==> config.mk <==
export PLATFORM = sky130hd
export DESIGN_NAME = sync_pll_ctrl
export DESIGN_NICKNAME = d
export VERILOG_FILES = /design/src/include/sync_pll_pkg.sv /design/src/sync_pll_ctrl.sv
export SDC_FILE = /design/constraint.sdc
export NUM_CORES = 1
export LEC_CHECK = 0
export BUFFER_PORTS_ARGS = -buffer_cell sky130_fd_sc_hd__buf_4
export CORE_MARGIN = 10
export CORE_UTILIZATION = 27
export CTS_CLUSTER_SIZE = 30
export DETAILED_ROUTE_END_ITERATION = 6
export HOLD_SLACK_MARGIN = 0.08
export SLEW_MARGIN = 20
export SYNTH_ARGS = -nofsm -noshare
export SYNTH_HDL_FRONTEND = slang
export SYNTH_SLANG_ARGS = --single-unit
==> constraint.sdc <==
create_clock -name i_clock -period 4.3 [get_ports i_clock]
set_input_delay 0.86 -clock i_clock [delete_from_list [all_inputs] [get_ports i_clock]]
set_output_delay 0.86 -clock i_clock [all_outputs]
set_load 0.02 [all_outputs]
==> src/include/sync_pll_pkg.sv <==
// Constants for the sync processing and pixel clock PLL control block.
package sync_pll_pkg;
  // Clock and separator timebase.
  localparam int CLK_HZ = 100_000_000;
  localparam int SEP_CLK_HZ = 5_000_000;
  localparam int TICK_CYCLES = CLK_HZ / SEP_CLK_HZ;
  localparam int TICK_W = 5;
  localparam logic [TICK_W-1:0] TICK_LAST = TICK_W'(TICK_CYCLES - 1);
  // Activity and polarity window, in microseconds and in timebase ticks.
  localparam int ACT_TIMEOUT_US = 20_000;
  localparam int ACT_TIMEOUT_TICKS = ACT_TIMEOUT_US * (SEP_CLK_HZ / 1_000_000);
  localparam int WIN_W = 17;
  // Register bus.
  localparam int ADDR_W = 8;
  localparam int DATA_W = 8;
  localparam logic [ADDR_W-1:0] ADDR_DIV_HIGH = 8'h01;
  localparam logic [ADDR_W-1:0] ADDR_DIV_LOW = 8'h02;
  localparam logic [ADDR_W-1:0] ADDR_VCO_PUMP = 8'h03;
  localparam logic [ADDR_W-1:0] ADDR_SRC_CTRL = 8'h0e;
  localparam logic [ADDR_W-1:0] ADDR_STATUS = 8'h14;
  localparam logic [ADDR_W-1:0] ADDR_SEP_CTRL = 8'h16;
  localparam logic [ADDR_W-1:0] ADDR_SEP_TICKS = 8'h17;
  // Field positions.
  localparam int SRC_LINE_OVR = 4;
  localparam int SRC_LINE_VAL = 3;
  localparam int SRC_FRAME_OVR = 1;
  localparam int SRC_FRAME_VAL = 0;
  localparam int STAT_LINE_ACT = 7;
  localparam int STAT_LINE_POL = 5;
  localparam int STAT_FRAME_ACT = 4;
  localparam int STAT_FRAME_POL = 2;
  localparam int STAT_GREEN_ACT = 1;
  localparam int VCO_LSB = 6;
  localparam int PUMP_LSB = 3;
  localparam int SEP_COMP_SEL = 0;
  localparam int SEP_COAST_SEL = 1;
  // Divider: high register holds bits 11:4, low register bits 7:4 hold 3:0.
  localparam int DIV_W = 12;
  localparam logic [DIV_W-1:0] DIV_RESET = 12'h69d;
  localparam logic [DIV_W-1:0] DIV_MIN_SETTING = 12'h010;
  // Reset values.
  localparam logic [DATA_W-1:0] VCO_PUMP_RESET = 8'h00;
  localparam logic [DATA_W-1:0] SRC_CTRL_RESET = 8'h00;
  localparam logic [DATA_W-1:0] SEP_CTRL_RESET = 8'h00;
  localparam logic [DATA_W-1:0] SEP_TICKS_RESET = 8'h20;
  // Detector indices.
  typedef enum logic [1:0] {
    DET_LINE = 2'b00,
    DET_GREEN = 2'b01,
    DET_FRAME_IN = 2'b10,
    DET_FRAME_OUT = 2'b11
  } det_type;
endpackage

==> src/sync_pll_ctrl.sv <==
// Sync activity, polarity, source selection, separator and PLL controls.
//
// The implementer's own choice: the address-and-strobe port.
`timescale 1ns/1ps
module sync_pll_ctrl #(
  parameter int ACT_TIMEOUT_TICKS = sync_pll_pkg::ACT_TIMEOUT_TICKS
) (
  // Clock and reset.
  input wire logic i_clock,
  input wire logic i_rst_n,
  // Register port.
  input wire logic [sync_pll_pkg::ADDR_W-1:0] i_addr,
  input wire logic [sync_pll_pkg::DATA_W-1:0] i_wdata,
  input wire logic i_wr,
  input wire logic i_rd,
  output logic [sync_pll_pkg::DATA_W-1:0] o_rdata,
  // Sync pins.
  input wire logic i_line_sync,
  input wire logic i_frame_sync,
  input wire logic i_green_embedded_sync_in,
  // Sync outputs.
  output logic o_pll_ref,
  output logic o_line_ref_auto_select,
  output logic o_frame_src_auto_select,
  output logic o_frame_sync_out,
  output logic o_coast_sync,
  // PLL controls.
  output logic o_pll_feedback,
  output logic [1:0] o_vco_range,
  output logic [2:0] o_pump_current
);
  localparam int WW = sync_pll_pkg::WIN_W;
  localparam logic [WW-1:0] WIN_LAST = WW'(ACT_TIMEOUT_TICKS - 1);
  localparam logic [WW-1:0] WIN_HALF = WW'(ACT_TIMEOUT_TICKS / 2);
  localparam int DW = sync_pll_pkg::DIV_W;

  logic [DW-1:0] div_setting_q;
  logic [7:0] vco_pump_q;
  logic [7:0] src_ctrl_q;
  logic [7:0] sep_ctrl_q;
  logic [7:0] sep_ticks_q;
  logic [7:0] rdata_q;
  logic [2:0] pin_meta_q;
  logic [2:0] pin_sync_q;
  logic [sync_pll_pkg::TICK_W-1:0] tick_cnt_q;
  logic tick;
  logic [WW-1:0] win_cnt_q;
  logic win_end;
  logic [3:0] sig;
  logic [3:0] prev_q;
  logic [3:0] settle_q;
  logic [3:0] edge_now;
  logic [3:0] edge_seen_q;
  logic [3:0] active_q;
  logic [3:0] pol_q;
  logic [WW-1:0] high_cnt_q [4];
  logic line_sel_q;
  logic line_sel_d;
  logic frame_sel_q;
  logic frame_sel_d;
  logic pll_ref_q;
  logic comp_in;
  logic sep_out_q;
  logic [7:0] loop_filter_node_cnt_q;
  logic frame_out_q;
  logic coast_q;
  logic [DW-1:0] div_cnt_q;
  logic [DW-1:0] eff_div;
  logic feedback_q;
  logic [7:0] status;

  // Effective divider setting, clamped so the ratio never drops below 17.
  function automatic logic [DW-1:0] clamp_div(input logic [DW-1:0] s);
    clamp_div = (s < sync_pll_pkg::DIV_MIN_SETTING) ?
                sync_pll_pkg::DIV_MIN_SETTING : s;
  endfunction

  assign eff_div = clamp_div(div_setting_q);

  // Register writes.
  always_ff @(posedge i_clock) begin
    if (!i_rst_n) begin
      div_setting_q <= sync_pll_pkg::DIV_RESET;
      vco_pump_q <= sync_pll_pkg::VCO_PUMP_RESET;
      src_ctrl_q <= sync_pll_pkg::SRC_CTRL_RESET;
      sep_ctrl_q <= sync_pll_pkg::SEP_CTRL_RESET;
      sep_ticks_q <= sync_pll_pkg::SEP_TICKS_RESET;
    end else if (i_wr) begin
      case (i_addr)
        sync_pll_pkg::ADDR_DIV_HIGH: begin
          div_setting_q[DW-1:4] <= i_wdata;
        end
        sync_pll_pkg::ADDR_DIV_LOW: begin
          div_setting_q[3:0] <= i_wdata[7:4];
        end
        sync_pll_pkg::ADDR_VCO_PUMP: begin
          vco_pump_q <= i_wdata;
        end
        sync_pll_pkg::ADDR_SRC_CTRL: begin
          src_ctrl_q <= i_wdata;
        end
        sync_pll_pkg::ADDR_SEP_CTRL: begin
          sep_ctrl_q <= i_wdata;
        end
        sync_pll_pkg::ADDR_SEP_TICKS: begin
          sep_ticks_q <= i_wdata;
        end
        default: begin
        end
      endcase
    end
  end

  always_comb begin
    status = 8'h00;
    status[sync_pll_pkg::STAT_LINE_ACT] = active_q[sync_pll_pkg::DET_LINE];
    status[sync_pll_pkg::STAT_LINE_POL] = pol_q[sync_pll_pkg::DET_LINE];
    status[sync_pll_pkg::STAT_FRAME_ACT] =
      active_q[sync_pll_pkg::DET_FRAME_IN];
    status[sync_pll_pkg::STAT_FRAME_POL] = pol_q[sync_pll_pkg::DET_FRAME_OUT];
    status[sync_pll_pkg::STAT_GREEN_ACT] = active_q[sync_pll_pkg::DET_GREEN];
  end

  // Read data stands in the cycle after the strobe; unmapped reads give 0.
  always_ff @(posedge i_clock) begin
    if (!i_rst_n) begin
      rdata_q <= 8'h00;
    end else if (i_rd) begin
      case (i_addr)
        sync_pll_pkg::ADDR_DIV_HIGH: rdata_q <= div_setting_q[DW-1:4];
        sync_pll_pkg::ADDR_DIV_LOW: rdata_q <= {div_setting_q[3:0], 4'h0};
        sync_pll_pkg::ADDR_VCO_PUMP: rdata_q <= vco_pump_q;
        sync_pll_pkg::ADDR_SRC_CTRL: rdata_q <= src_ctrl_q;
        sync_pll_pkg::ADDR_STATUS: rdata_q <= status;
        sync_pll_pkg::ADDR_SEP_CTRL: rdata_q <= sep_ctrl_q;
        sync_pll_pkg::ADDR_SEP_TICKS: rdata_q <= sep_ticks_q;
        default: rdata_q <= 8'h00;
      endcase
    end else begin
      rdata_q <= 8'h00;
    end
  end

  // Two-stage synchronisers for {frame, green, line}.
  always_ff @(posedge i_clock) begin
    if (!i_rst_n) begin
      pin_meta_q <= 3'h0;
      pin_sync_q <= 3'h0;
      settle_q <= 4'h0;
    end else begin
      pin_meta_q <= {i_frame_sync, i_green_embedded_sync_in, i_line_sync};
      pin_sync_q <= pin_meta_q;
      settle_q <= {settle_q[2:0], 1'b1};
    end
  end

  // Separator timebase of nominally 5 MHz, divided down from i_clock.
  always_ff @(posedge i_clock) begin
    if (!i_rst_n) begin
      tick_cnt_q <= '0;
    end else if (tick) begin
      tick_cnt_q <= '0;
    end else begin
      tick_cnt_q <= tick_cnt_q + (sync_pll_pkg::TICK_W)'(1);
    end
  end
  assign tick = (tick_cnt_q == sync_pll_pkg::TICK_LAST);

  // Shared detector window in timebase ticks.
  always_ff @(posedge i_clock) begin
    if (!i_rst_n) begin
      win_cnt_q <= '0;
    end else if (win_end) begin
      win_cnt_q <= '0;
    end else if (tick) begin
      win_cnt_q <= win_cnt_q + WW'(1);
    end
  end
  assign win_end = tick && (win_cnt_q == WIN_LAST);

  assign sig = {frame_out_q, pin_sync_q};

  // Activity: any edge in the window. Polarity: high under half the window.
  // Edges count only once real pin samples fill the pipe, so a pin that
  // idles high shows no false edge after reset.
  assign edge_now = (sig ^ prev_q) & {4{settle_q[3]}};
  always_ff @(posedge i_clock) begin
    if (!i_rst_n) begin
      prev_q <= '0;
      edge_seen_q <= '0;
      high_cnt_q <= '{default: '0};
      active_q <= '0;
      pol_q <= '0;
    end else begin
      prev_q <= sig;
      if (win_end) begin
        edge_seen_q <= '0;
        active_q <= edge_seen_q | edge_now;
      end else begin
        edge_seen_q <= edge_seen_q | edge_now;
      end
      for (int i = 0; i < 4; i++) begin
        if (win_end) begin
          high_cnt_q[i] <= '0;
          pol_q[i] <= (high_cnt_q[i] < WIN_HALF);
        end else if (tick) begin
          high_cnt_q[i] <= high_cnt_q[i] + WW'(sig[i]);
        end
      end
    end
  end

  // Source selection: 1 picks green sync / separator respectively.
  always_comb begin
    if (src_ctrl_q[sync_pll_pkg::SRC_LINE_OVR]) begin
      line_sel_d = src_ctrl_q[sync_pll_pkg::SRC_LINE_VAL];
    end else if (active_q[sync_pll_pkg::DET_LINE]) begin
      line_sel_d = active_q[sync_pll_pkg::DET_GREEN] &
                   src_ctrl_q[sync_pll_pkg::SRC_LINE_VAL];
    end else begin
      line_sel_d = active_q[sync_pll_pkg::DET_GREEN];
    end
    if (src_ctrl_q[sync_pll_pkg::SRC_FRAME_OVR]) begin
      frame_sel_d = src_ctrl_q[sync_pll_pkg::SRC_FRAME_VAL];
    end else if (active_q[sync_pll_pkg::DET_FRAME_IN]) begin
      frame_sel_d = 1'b0;
    end else if (active_q[sync_pll_pkg::DET_GREEN]) begin
      frame_sel_d = 1'b1;
    end else begin
      frame_sel_d = src_ctrl_q[sync_pll_pkg::SRC_FRAME_VAL];
    end
  end

  always_ff @(posedge i_clock) begin
    if (!i_rst_n) begin
      line_sel_q <= 1'b0;
      frame_sel_q <= 1'b0;
    end else begin
      line_sel_q <= line_sel_d;
      frame_sel_q <= frame_sel_d;
    end
  end

  // Reference is turned to active high whatever the source polarity.
  always_ff @(posedge i_clock) begin
    if (!i_rst_n) begin
      pll_ref_q <= 1'b0;
    end else if (line_sel_q) begin
      pll_ref_q <= pin_sync_q[sync_pll_pkg::DET_GREEN] ^
                   ~pol_q[sync_pll_pkg::DET_GREEN];
    end else begin
      pll_ref_q <= pin_sync_q[sync_pll_pkg::DET_LINE] ^
                   ~pol_q[sync_pll_pkg::DET_LINE];
    end
  end

  assign comp_in = sep_ctrl_q[sync_pll_pkg::SEP_COMP_SEL] ?
                   pin_sync_q[sync_pll_pkg::DET_GREEN] :
                   pin_sync_q[sync_pll_pkg::DET_LINE];

  // Low-pass separator: output follows only a level held past the count.
  always_ff @(posedge i_clock) begin
    if (!i_rst_n) begin
      sep_out_q <= 1'b0;
      loop_filter_node_cnt_q <= 8'h00;
    end else if (tick) begin
      if (comp_in == sep_out_q) begin
        loop_filter_node_cnt_q <= 8'h00;
      end else if (loop_filter_node_cnt_q >= sep_ticks_q) begin
        sep_out_q <= comp_in;
        loop_filter_node_cnt_q <= 8'h00;
      end else begin
        loop_filter_node_cnt_q <= loop_filter_node_cnt_q + 8'h01;
      end
    end
  end

  always_ff @(posedge i_clock) begin
    if (!i_rst_n) begin
      frame_out_q <= 1'b0;
      coast_q <= 1'b0;
    end else begin
      frame_out_q <= frame_sel_q ? sep_out_q :
                     pin_sync_q[sync_pll_pkg::DET_FRAME_IN];
      coast_q <= sep_ctrl_q[sync_pll_pkg::SEP_COAST_SEL] ? sep_out_q :
                 pin_sync_q[sync_pll_pkg::DET_FRAME_IN];
    end
  end

  // Feedback divider: one pulse per line of setting plus one pixel clocks.
  always_ff @(posedge i_clock) begin
    if (!i_rst_n) begin
      div_cnt_q <= '0;
      feedback_q <= 1'b0;
    end else if (div_cnt_q >= eff_div) begin
      div_cnt_q <= '0;
      feedback_q <= 1'b1;
    end else begin
      div_cnt_q <= div_cnt_q + DW'(1);
      feedback_q <= 1'b0;
    end
  end

  assign o_rdata = rdata_q;
  assign o_pll_ref = pll_ref_q;
  assign o_line_ref_auto_select = line_sel_q;
  assign o_frame_src_auto_select = frame_sel_q;
  assign o_frame_sync_out = frame_out_q;
  assign o_coast_sync = coast_q;
  assign o_pll_feedback = feedback_q;
  assign o_vco_range = vco_pump_q[sync_pll_pkg::VCO_LSB +: 2];
  assign o_pump_current =
    vco_pump_q[sync_pll_pkg::PUMP_LSB +: 3];

  // Helpers for the checks: cycles since the last feedback pulse.
  logic [DW:0] gap_q;
  logic div_changed_q;
  always_ff @(posedge i_clock) begin
    if (!i_rst_n) begin
      gap_q <= '0;
      div_changed_q <= 1'b1;
    end else begin
      gap_q <= feedback_q ? '0 : gap_q + (DW+1)'(1);
      div_changed_q <= (i_wr && (i_addr == sync_pll_pkg::ADDR_DIV_HIGH ||
                        i_addr == sync_pll_pkg::ADDR_DIV_LOW)) ||
                       (div_changed_q && !feedback_q);
    end
  end
endmodule

Yosys cells after proc, flatten, opt, wreduce, memory -nomap -nowiden
Index checks and enable logic that the tools add are counted.
- register bits: 194
- input port bits: 23
- output and inout port bits: 19
- logic and storage cells: 92
- $add $sub $neg: 8
- magnitude comparators: 7
- equality and inequality tests: 10
- mux-type cells: 15
- bitwise gates (word level): 10
- reductions and logical operators: 12
- operators with widths (kind ; number):
    $add A17 B1 Y17 ; 4
    $lt A17 B16 Y1 const B ; 4
    $pmux W8 S7 ; 1
    $eq A8 B5 Y1 const B ; 3
    $add A17 B1 Y17 const B ; 1
    $eq A17 B17 Y1 const B ; 1
    $eq A8 B2 Y1 const B ; 2
    $mux W8 ; 2
    $reduce_and A2 Y1 ; 7
    $add A12 B1 Y12 const B ; 1
    $ge A12 B12 Y1 ; 1
    $lt A12 B5 Y1 const B ; 1
    $mux W12 ; 1
    $mux W1 ; 11
    $add A8 B1 Y8 const B ; 1
    $eq A8 B1 Y1 const B ; 1
    $eq A8 B4 Y1 const B ; 1
    $ge A8 B8 Y1 ; 1
    $reduce_or A2 Y1 ; 3
    $add A5 B1 Y5 const B ; 1
    $eq A5 B5 Y1 const B ; 1
    $and A4 B4 Y4 ; 1
    $not A1 Y1 ; 4
    $or A4 B4 Y4 ; 1
    other kinds (6) ; 7

Longest topological paths before layout
Gate-level depths: netlist of the first run.
- depth in word-level cells: 4
- gate-level depth with buffers: 10
- depth with buffers taken out: 9

Worst setup path before layout of the first run
OpenSTA, ideal clock, no wires.
- path type: register to register
- from: register div_setting_q[11]
- to: register div_cnt_q[10]
- setup time: 65 ps
- arrival: 2199 ps
- data required time: 4235 ps
- slack: 2036 ps
- stages on the path, launching flop included: 11
- path buffers: 1
- clock period less this slack: 2264 ps
- path through: dfxtp_1 nor4_1 nand2_1 and2_1 ha_1 nand2b_1 a21o_1 a211oi_1 o211ai_1 clkbuf_1 nor2_1
- word-level cells in the longest chain between the ends: 4
- RTL lines (what ; RTL line ; source):
    start: declaration ; sync_pll_ctrl.sv:37 ; logic [DW-1:0] div_setting_q;
    start signal: assignment ; sync_pll_ctrl.sv:83 ; div_setting_q <= sync_pll_pkg::DIV_RESET;
    start signal: indexed assignment ; sync_pll_ctrl.sv:91 ; div_setting_q[DW-1:4] <= i_wdata;
    $lt A12 B5 Y1 ; sync_pll_ctrl.sv:74 ; clamp_div = (s < sync_pll_pkg::DIV_MIN_SETTING) ?
    $mux W12 (*) ; sync_pll_ctrl.sv:74 ;
    $ge A12 B12 Y1 (*) ; sync_pll_ctrl.sv:295 ; end else if (div_cnt_q >= eff_div) begin
    $reduce_or A2 Y1 (no line) (*) ; - ;
    end signal: assignment ; sync_pll_ctrl.sv:299 ; div_cnt_q <= div_cnt_q + DW'(1);
    end: declaration ; sync_pll_ctrl.sv:67 ; logic [DW-1:0] div_cnt_q;
Every way passes the cells marked *; elsewhere a longest branch is shown, timed or not.
A chain may end at the register's enable or synchronous reset.

Worst setup path after layout of the first run
- from: register div_setting_q[11]
- to: register div_cnt_q[3]
Same word-level chain as after synthesis.

==> flow_summary.json, run 1 <==
{
  "status": "finished clean",
  "grt_remaining_overflow": 0,
  "chipHeight_um": 192.4,
  "ios": 42,
  "routedWlPerCell_um": 13.46,
  "drt_iter0_markers": 422,
  "clkPwrFrac": 0.479,
  "die-area_mm2": 0.03700,
  "cts.sinks": 174,
  "synth_edf_count": 0,
  "syn_area_per_cell_um2": 8.892,
  "yosysTopAreaCellShare": 0.4343,
  "ys.flop_type": "dfxtp_1",
  "ant_nets": 0,
  "max_freq_mhz": 381.9,
  "gr-usage-all-layers": 0.09761,
  "layout_common_cells": "174 x dfxtp_1, 150 x nor2_1, 88 x nand2_1",
  "rsz0062_at_grt": "no",
  "drv_cap": 0,
  "grt_max_degree": 56,
  "swShare": 0.2173,
  "crit_path_max_fanout": 11,
  "cts-root-buf": "clkbuf_16",
  "syn2layout_area_growth_pct": 14.85,
  "drc": 0,
  "setup_viol": 0,
  "drt-total-wl_um": 17860,
  "syn-instance-count": 902,
  "tns_ps": 0,
  "wl_met3_um": 800,
  "yosys.area.top_type": "dfxtp_1",
  "synthDistinctLibCells": 59,
  "yosysWarnings": 0,
  "routed.top_layer": "met4",
  "final_common_cell": "dfxtp_1",
  "timing.final.crit_share": 0.6089,
  "grt_pass1_vias": 5780,
  "placed_cell_area_mm2": 0.008596,
  "start_util": 0.2720,
  "path_cells": "nor4_1, nand2_1, and2_1, ha_1, nand2b_1, a21o_1, a211oi_1, o211ai_1, nor2_1",
  "async_flop_share": 0,
  "cp-end-kind": "flip-flop",
  "pwr-share-comb": 0.032,
  "fin_cells": 1327,
  "ys_seq_elements": 174,
  "cp_data_arrival_time_ps": 2960,
  "cts_buffer_depth": 2,
  "power.internal_uw": 2609,
  "syn-cell-area_mm2": 0.008020,
  "required_ps": 4650,
  "crit_family": "simple AND/OR/NAND/NOR gates",
  "wl_met1_um": 8931,
  "n_fill_cell": 3106,
  "cts_hold_buffers": 0,
  "hold_viol_final": 0,
  "power_density_mw_per_mm2": 361.9,
  "max_stage_delay_ps": 390,
  "detail_route.vias_per_cell": 4.583,
  "drive_gt1_frac": 0.1131,
  "nNetsFinal": 977,
  "path_class": "flip-flop to flip-flop",
  "cts_resized": 0,
  "row_count": 63,
  "clkTransAtPathRegs_ps": 60,
  "yosysSeqAreaShare": 0.4343,
  "final_area_mm2": 0.009211,
  "clk_latency_ps": 420,
  "die-width_um": 192.4,
  "drv_slew": 0,
  "grt_antenna_before_repair": 0,
  "start_kind": "flip-flop",
  "htreeDepth": 4,
  "gp_congestion": 0.8602,
  "synthesis.nets": 955,
  "p_sw_uw": 724.2,
  "synth_area_leaders": "dfxtp_1 43%, nor2_1 7.0%, mux2i_1 6.5%",
  "cts_inserted_buffers": 17,
  "seqPwrFrac": 0.489,
  "crit_slowest_cell": "nor4_1",
  "finClkSkew_ps": 12.70,
  "fin_crit_ps": 2618,
  "leakagePower_uw": 0.003418,
  "n_antenna_cell": 0,
  "route.met2.wl_um": 7860,
  "grt_pass1_wl_um": 29550,
  "min-delay-path-class": "flip-flop to flip-flop",
  "max-slew-margin-rel": 0.3451,
  "hold_ws_ps": 434.0,
  "io_buffer_count": 41,
  "cts_setup_buffers": 0,
  "dpl.hpwl_um": 12500,
  "cts_tree": "built",
  "firstDrtPassIters": 5,
  "path_buf_inv": 0,
  "core_mm2": 0.02948,
  "ir_worst_vdd_mv": 0.2689,
  "placedCellCount": 1295,
  "via_count": 6082,
  "worst_pin_slew_ps": 980.9
}
[registers in the layout, summed over array words and instances (netlist names), 4 cells and up]
signal                  cells
tick_cnt_q                  5
vco_pump_q                  8
src_ctrl_q                  8
loop_filter_node_cnt_q      8
sep_ticks_q                 8
win_cnt_q                  17
o_rdata                     8
div_cnt_q                  12
settle_q                    4
div_setting_q              12
sep_ctrl_q                  8
high_cnt_q                 51
[synthesized netlist by cell type, drive strengths merged (18+ instances only)]
cell   number
mux2i      52
ha         30
xor2       26
buf        25
nor4       23
nand4      18
dfxtp     174
nand3      28
o21ai      23
nor2      153
xnor2      53
nand2      89
a21oi      28
inv        39
[area by class of cell]
class,count,area (um2),share of cell area
Sequential cell,174,3483,0.3782
Clock buffer,20,456.7,0.04958
Multi-Input combinational cell,647,4140,0.4495
Inverter,39,146.4,0.01589
Tap cell,390,488.0,0.05297
Timing Repair Buffer,45,337.8,0.03667
Clock inverter,12,158.9,0.01725
[logic make-up after synthesis]
group / share of synthesized area
AO/OA/AOI/OAI: 0.07956
XOR/XNOR: 0.08627
adder cells (fa/ha/maj): 0.04680
buffers and inverters: 0.04977
flip-flops: 0.4343
multiplexers: 0.07051
AND/OR/NAND/NOR: 0.2328
[path summary, 6_finish.rpt]
kind,startpoint,end,slack (ps),cells after the start
max,div_setting_q[11],div_cnt_q[3],1680,9
min,settle_q[0],settle_q[1],430,1
max reg2reg,div_setting_q[11],div_cnt_q[3],1680,9
min reg2reg,settle_q[0],settle_q[1],430,1
[worst register-to-register path, stage by stage (launching register included)]
cell and delay [ps]:
dfxtp_1 330, nor4_1 390, nand2_1 180, and2_1 200, ha_1 260, nand2b_1 140, a21o_1 170, a211oi_1 280
o211ai_1 390, nor2_1 200
[power by group through the flow]
stage	logic [uW]	registers [uW]	clock network [uW]
global placement	106	1670	0
CTS	107	1630	1630
detailed placement	107	1670	0
finish	106	1630	1600
floorplan	63.4	1670	0
global route	116	1630	1700
[routing by layer]
metal  global-route usage  up-vias
met2               0.1516       93
met3              0.02259       23
met5                    0        -
met1               0.1310     2847
li1                     -     3119
met4              0.03071        0
[through the flow]
| step | worst slack (ps) | total power (uW) | util |
|---|---|---|---|
| 3_5_place_dp | 1358 | 1775 | 0.2916 |
| 5_1_grt | 1474 | 3445 | 0.3125 |
| 3_3_place_gp | 1423 | 1774 | 0.2916 |
| 4_1_cts | 1625 | 3372 | 0.3125 |
| 2_1_floorplan | 2036 | 1730 | - |
| 6_report | 1682 | 3334 | 0.3125 |
No activity file was read; power rests on OpenSTA's default activity.
==> run 2: changes to the inputs <==
- clock period: 4.3 -> 2.6 ns (I/O delays scaled with it)
==> run 2 against run 1 <==
First-iteration DRC count shrank 18%. Register-to-register slack lost 1400 ps. Non-clock buffer count grew 9. Worst setup slack lost 1400 ps. Clock power grew 54%. Highest routed layer unchanged. Routed wire length grew 1.1%. Global-route usage grew 0.17 points. Clock skew shrank 3.8 ps. Power grew 60%. Design area grew 0.43%.
==> flow_summary.json, run 2 (synthesis gave the netlist of run 1 again) <==
{
  "utilization": 0.3138,
  "placedCellCount": 1304,
  "finClkSkew_ps": 8.928,
  "ir_worst_vdd_mv": 0.4808,
  "pre_cts_ws_ps": 189.3,
  "nNetsFinal": 986,
  "required_ps": 2960,
  "gp_congestion": 0.8079,
  "swShare": 0.2218,
  "min_from": "i_frame_sync",
  "leakagePower_uw": 0.003442,
  "r2r_cells": 10,
  "drc": 0,
  "n_antenna_cell": 0,
  "cts_setup_buffers": 0,
  "hold_viol_final": 0,
  "regMostFlops": "high_cnt_q",
  "pwr-share-comb": 0.035,
  "clk_latency_ps": 420,
  "cts.sinks": 174,
  "die-width_um": 192.4,
  "clkTransAtPathRegs_ps": 70,
  "reg2reg_slack_ps": 310,
  "setup_viol": 0,
  "crit_family": "simple AND/OR/NAND/NOR gates",
  "detail_route.vias_per_cell": 4.574,
  "power_density_mw_per_mm2": 578.2,
  "grt_max_degree": 34,
  "path_cells": "nor4_2, nand2_1, and2_1, ha_1, nand2b_1, a21o_1, a211oi_2, o211ai_1, buf_4, nor2_1",
  "r2r-end": "div_cnt_q[7]",
  "io_buffer_count": 41,
  "die-area_mm2": 0.03700,
  "drv_cap": 0,
  "crit_path_max_fanout": 11,
  "reg_top3": "high_cnt_q x51, win_cnt_q x17",
  "worst_pin_slew_ps": 992.6,
  "ant_nets": 0,
  "cts_inserted_buffers": 17,
  "start_util": 0.2720,
  "final_common_cell": "dfxtp_1",
  "cts_buffer_depth": 2,
  "start_kind": "flip-flop",
  "routedWlPerCell_um": 13.53,
  "tns_ps": 0,
  "timing.final.crit_share": 0.8793,
  "n_fill_cell": 3104,
  "drt_iter0_markers": 344,
  "min-delay-path-class": "input pin to flip-flop",
  "drive_gt1_frac": 0.1206,
  "crit_slowest_cell": "nor4_2",
  "gr-usage-all-layers": 0.09927,
  "seqPwrFrac": 0.504,
  "p_sw_uw": 1186,
  "core_mm2": 0.02948,
  "htreeDepth": 4,
  "drt-total-wl_um": 18060,
  "grt_antenna_before_repair": 0,
  "r2r-start": "div_setting_q[7]",
  "rsz0062_at_grt": "no",
  "max_freq_mhz": 437.4,
  "drv_slew": 0,
  "firstDrtPassIters": 5,
  "grt_remaining_overflow": 0,
  "fin_crit_ps": 2286,
  "via_count": 6106,
  "cp-end-kind": "flip-flop",
  "chipHeight_um": 192.4,
  "total_power_uw": 5349,
  "cts_tree": "built",
  "hold_path_end": "pin_meta_q[2]",
  "status": "finished clean",
  "max-slew-margin-rel": 0.3278,
  "path_buf_inv": 1,
  "grt_pass1_vias": 5883,
  "ios": 42,
  "layout_common_cells": "174 x dfxtp_1, 150 x nor2_1, 88 x nand2_1",
  "grt_pass1_wl_um": 29890,
  "clkPwrFrac": 0.461,
  "dpl.hpwl_um": 12780,
  "largest_reg_flops": 51,
  "fin_ws_ps": 313.8,
  "max_stage_delay_ps": 340,
  "path_class": "flip-flop to flip-flop",
  "cp_data_arrival_time_ps": 2650,
  "power.internal_uw": 4163,
  "cts-root-buf": "clkbuf_16",
  "fin_cells": 1335,
  "syn2layout_area_growth_pct": 15.35,
  "min_path_cells": 2,
  "row_count": 63
}
==> run 2: repair_timing <==
action	in CTS	in global routing
gates resized for setup	0	3
hold buffers	0	0
endpoints found under the setup margin	0	11
==> run 2: through the flow <==
step	area, um2	hold WS [ps]
final	9251	303.5
after global routing	9251	294.0
after CTS	9234	292.5
after detailed placement	8676	423.3
after global placement	8676	415.5
after floorplan	8020	411.9
==> run 2: worst max-delay path by stage <==
stage / endpoint / cells after the start / slack, ps / startpoint
after floorplan: div_cnt_q[10] / 10 / 340 / div_setting_q[11]
after global placement: div_cnt_q[8] / 10 / 240 / div_setting_q[7]
after detailed placement: div_cnt_q[7] / 10 / 190 / div_setting_q[7]
after CTS: div_cnt_q[7] / 10 / 180 / div_setting_q[7]
after global routing: div_cnt_q[11] / 10 / 70 / div_setting_q[7]
final: div_cnt_q[7] / 10 / 310 / div_setting_q[7]
==> run 2: area by class of cell <==
type	count	area [um2]	share of cell area
Clock inverter	10	117.6	0.01271
Sequential cell	174	3483	0.3765
Tap cell	390	488.0	0.05275
Clock buffer	21	440.4	0.04761
Inverter	39	146.4	0.01582
Timing Repair Buffer	54	417.9	0.04517
Multi-Input combinational cell	647	4158	0.4494
==> run 2: power by group through the flow <==
stage | registers (uW) | logic, uW | clock network, uW
2_1_floorplan | 2760 | 105 | 0
3_3_place_gp | 2760 | 185 | 0
3_5_place_dp | 2760 | 186 | 0
4_1_cts | 2700 | 187 | 2520
5_1_grt | 2700 | 203 | 2640
6_report | 2700 | 187 | 2460
==> run 2: layer usage <==
| metal | wire length [um] | GRT usage |
|---|---|---|
| met1 | 8964 | 0.1304 |
| met2 | 8028 | 0.1554 |
| met3 | 877 | 0.03018 |
| met4 | 188 | 0.02445 |
| met5 | 0 | 0 |
==> run 3: changes to the inputs <==
- CORE_MARGIN: 10 -> 2
==> run 3 against run 2 <==
Power increased by 3.8%. Design area increased by 0.68%. First-iteration DRC count increased by 22%. Worst setup slack got worse by 40 ps. Critical path type unchanged. Largest cell class unchanged. Highest routed layer unchanged. Count of clock-buffer cells in the layout decreased by 1.
==> flow_summary.json, run 3 (synthesis gave the netlist of run 1 again) <==
{
  "ir_worst_vdd_mv": 0.5121,
  "drt_iter0_markers": 418,
  "required_ps": 2970,
  "clkTransAtPathRegs_ps": 70,
  "cts_setup_buffers": 0,
  "ant_nets": 0,
  "fin_cells": 1335,
  "grt_antenna_before_repair": 0,
  "final_common_cell": "dfxtp_1",
  "row_count": 63,
  "drc": 0,
  "gr-usage-all-layers": 0.1168,
  "layout_common_cells": "174 x dfxtp_1, 150 x nor2_1, 88 x nand2_1",
  "rsz0062_at_grt": "no",
  "crit_path_max_fanout": 11,
  "largest_reg_flops": 51,
  "start_kind": "flip-flop",
  "routedWlPerCell_um": 13.10,
  "path_class": "flip-flop to flip-flop",
  "io_buffer_count": 41,
  "cts_buffer_depth": 2,
  "via_count": 6104,
  "chipHeight_um": 176.4,
  "firstDrtPassIters": 5,
  "syn2layout_area_growth_pct": 16.13,
  "clk_latency_ps": 430,
  "drt-total-wl_um": 17490,
  "ios": 42,
  "status": "finished clean",
  "cts_hold_buffers": 0,
  "fin_crit_ps": 2326,
  "final_area_mm2": 0.009314,
  "power_density_mw_per_mm2": 596.2,
  "grt_max_degree": 76,
  "gp_congestion": 0.7923,
  "nNetsFinal": 987,
  "setup_viol": 0,
  "start_util": 0.2720,
  "die-area_mm2": 0.03110,
  "crit_family": "simple AND/OR/NAND/NOR gates",
  "placed_cell_area_mm2": 0.008683,
  "max_stage_delay_ps": 350,
  "tns_ps": 0,
  "max-slew-margin-rel": 0.6130,
  "cts-root-buf": "clkbuf_16",
  "cts_inserted_buffers": 17,
  "die-width_um": 176.4,
  "crit_slowest_cell": "nor4_2",
  "dpl.hpwl_um": 12150,
  "n_antenna_cell": 0,
  "detail_route.vias_per_cell": 4.572,
  "timing.final.crit_share": 0.8945,
  "worst_pin_slew_ps": 579.6,
  "regMostFlops": "high_cnt_q",
  "cts_tree": "built",
  "reg_top3": "high_cnt_q x51, win_cnt_q x17",
  "finClkSkew_ps": 11.02,
  "path_buf_inv": 1,
  "leakagePower_uw": 0.003482,
  "placedCellCount": 1305,
  "hold_ws_ps": 312.7,
  "reg2reg_slack_ps": 270,
  "max_freq_mhz": 430.0,
  "drv_slew": 0,
  "grt_remaining_overflow": 0,
  "cts.sinks": 174,
  "path_cells": "nor4_2, nand2_1, and2_1, ha_1, nand2b_1, a21o_1, a211oi_1, o211ai_1, buf_4, nor2_1",
  "drv_cap": 0,
  "cp_data_arrival_time_ps": 2690,
  "htreeDepth": 4,
  "total_power_uw": 5553,
  "grt_pass1_wl_um": 29270,
  "drive_gt1_frac": 0.1228,
  "cp-end-kind": "flip-flop",
  "hold_viol_final": 0,
  "min-delay-path-class": "input pin to flip-flop",
  "core_mm2": 0.02948,
  "cts_resized": 0,
  "grt_pass1_vias": 5751
}
==> run 3: worst paths after layout <==
check,from,end,cells past startpoint
max,div_setting_q[7],div_cnt_q[9],10
min,i_frame_sync,pin_meta_q[2],2
min reg2reg,settle_q[2],settle_q[3],1
max reg2reg,div_setting_q[7],div_cnt_q[9],10
==> run 3: cell type report <==
| class | count | area [um2] |
|---|---|---|
| well taps | 390 | 488.0 |
| fillers | 3123 | 20170 |
| clock buffers | 20 | 446.7 |
| repair buffers | 55 | 425.4 |
| inverters | 39 | 146.4 |
| flip-flops and latches | 174 | 3483 |
| multi-input cells | 647 | 4160 |
| clock inverters | 10 | 163.9 |
==> run 3: power by group <==
| group | switching (uW) | total [uW] | leakage (uW) | internal (uW) |
|---|---|---|---|---|
| clock | 1040 | 2670 | 0.000296 | 1630 |
| sequential | 14.4 | 2700 | 0.00141 | 2680 |
| combinational | 116 | 185 | 0.00178 | 68.6 |
| total | 1170 | 5550 | 0.00348 | 4380 |
==> run 3: routing by layer <==
metal	track usage	wire, um
met1	0.1608	8666
met2	0.1809	7709
met3	0.02713	840
met4	0.03616	269
met5	0	0
==> run 3: through the flow <==
stage	setup slack, ps	util
finish	274.3	0.3159
global route	5.438	0.3159
CTS	230.2	0.3153
detailed placement	234.1	0.2945
global placement	249.0	0.2945
floorplan	335.6	-
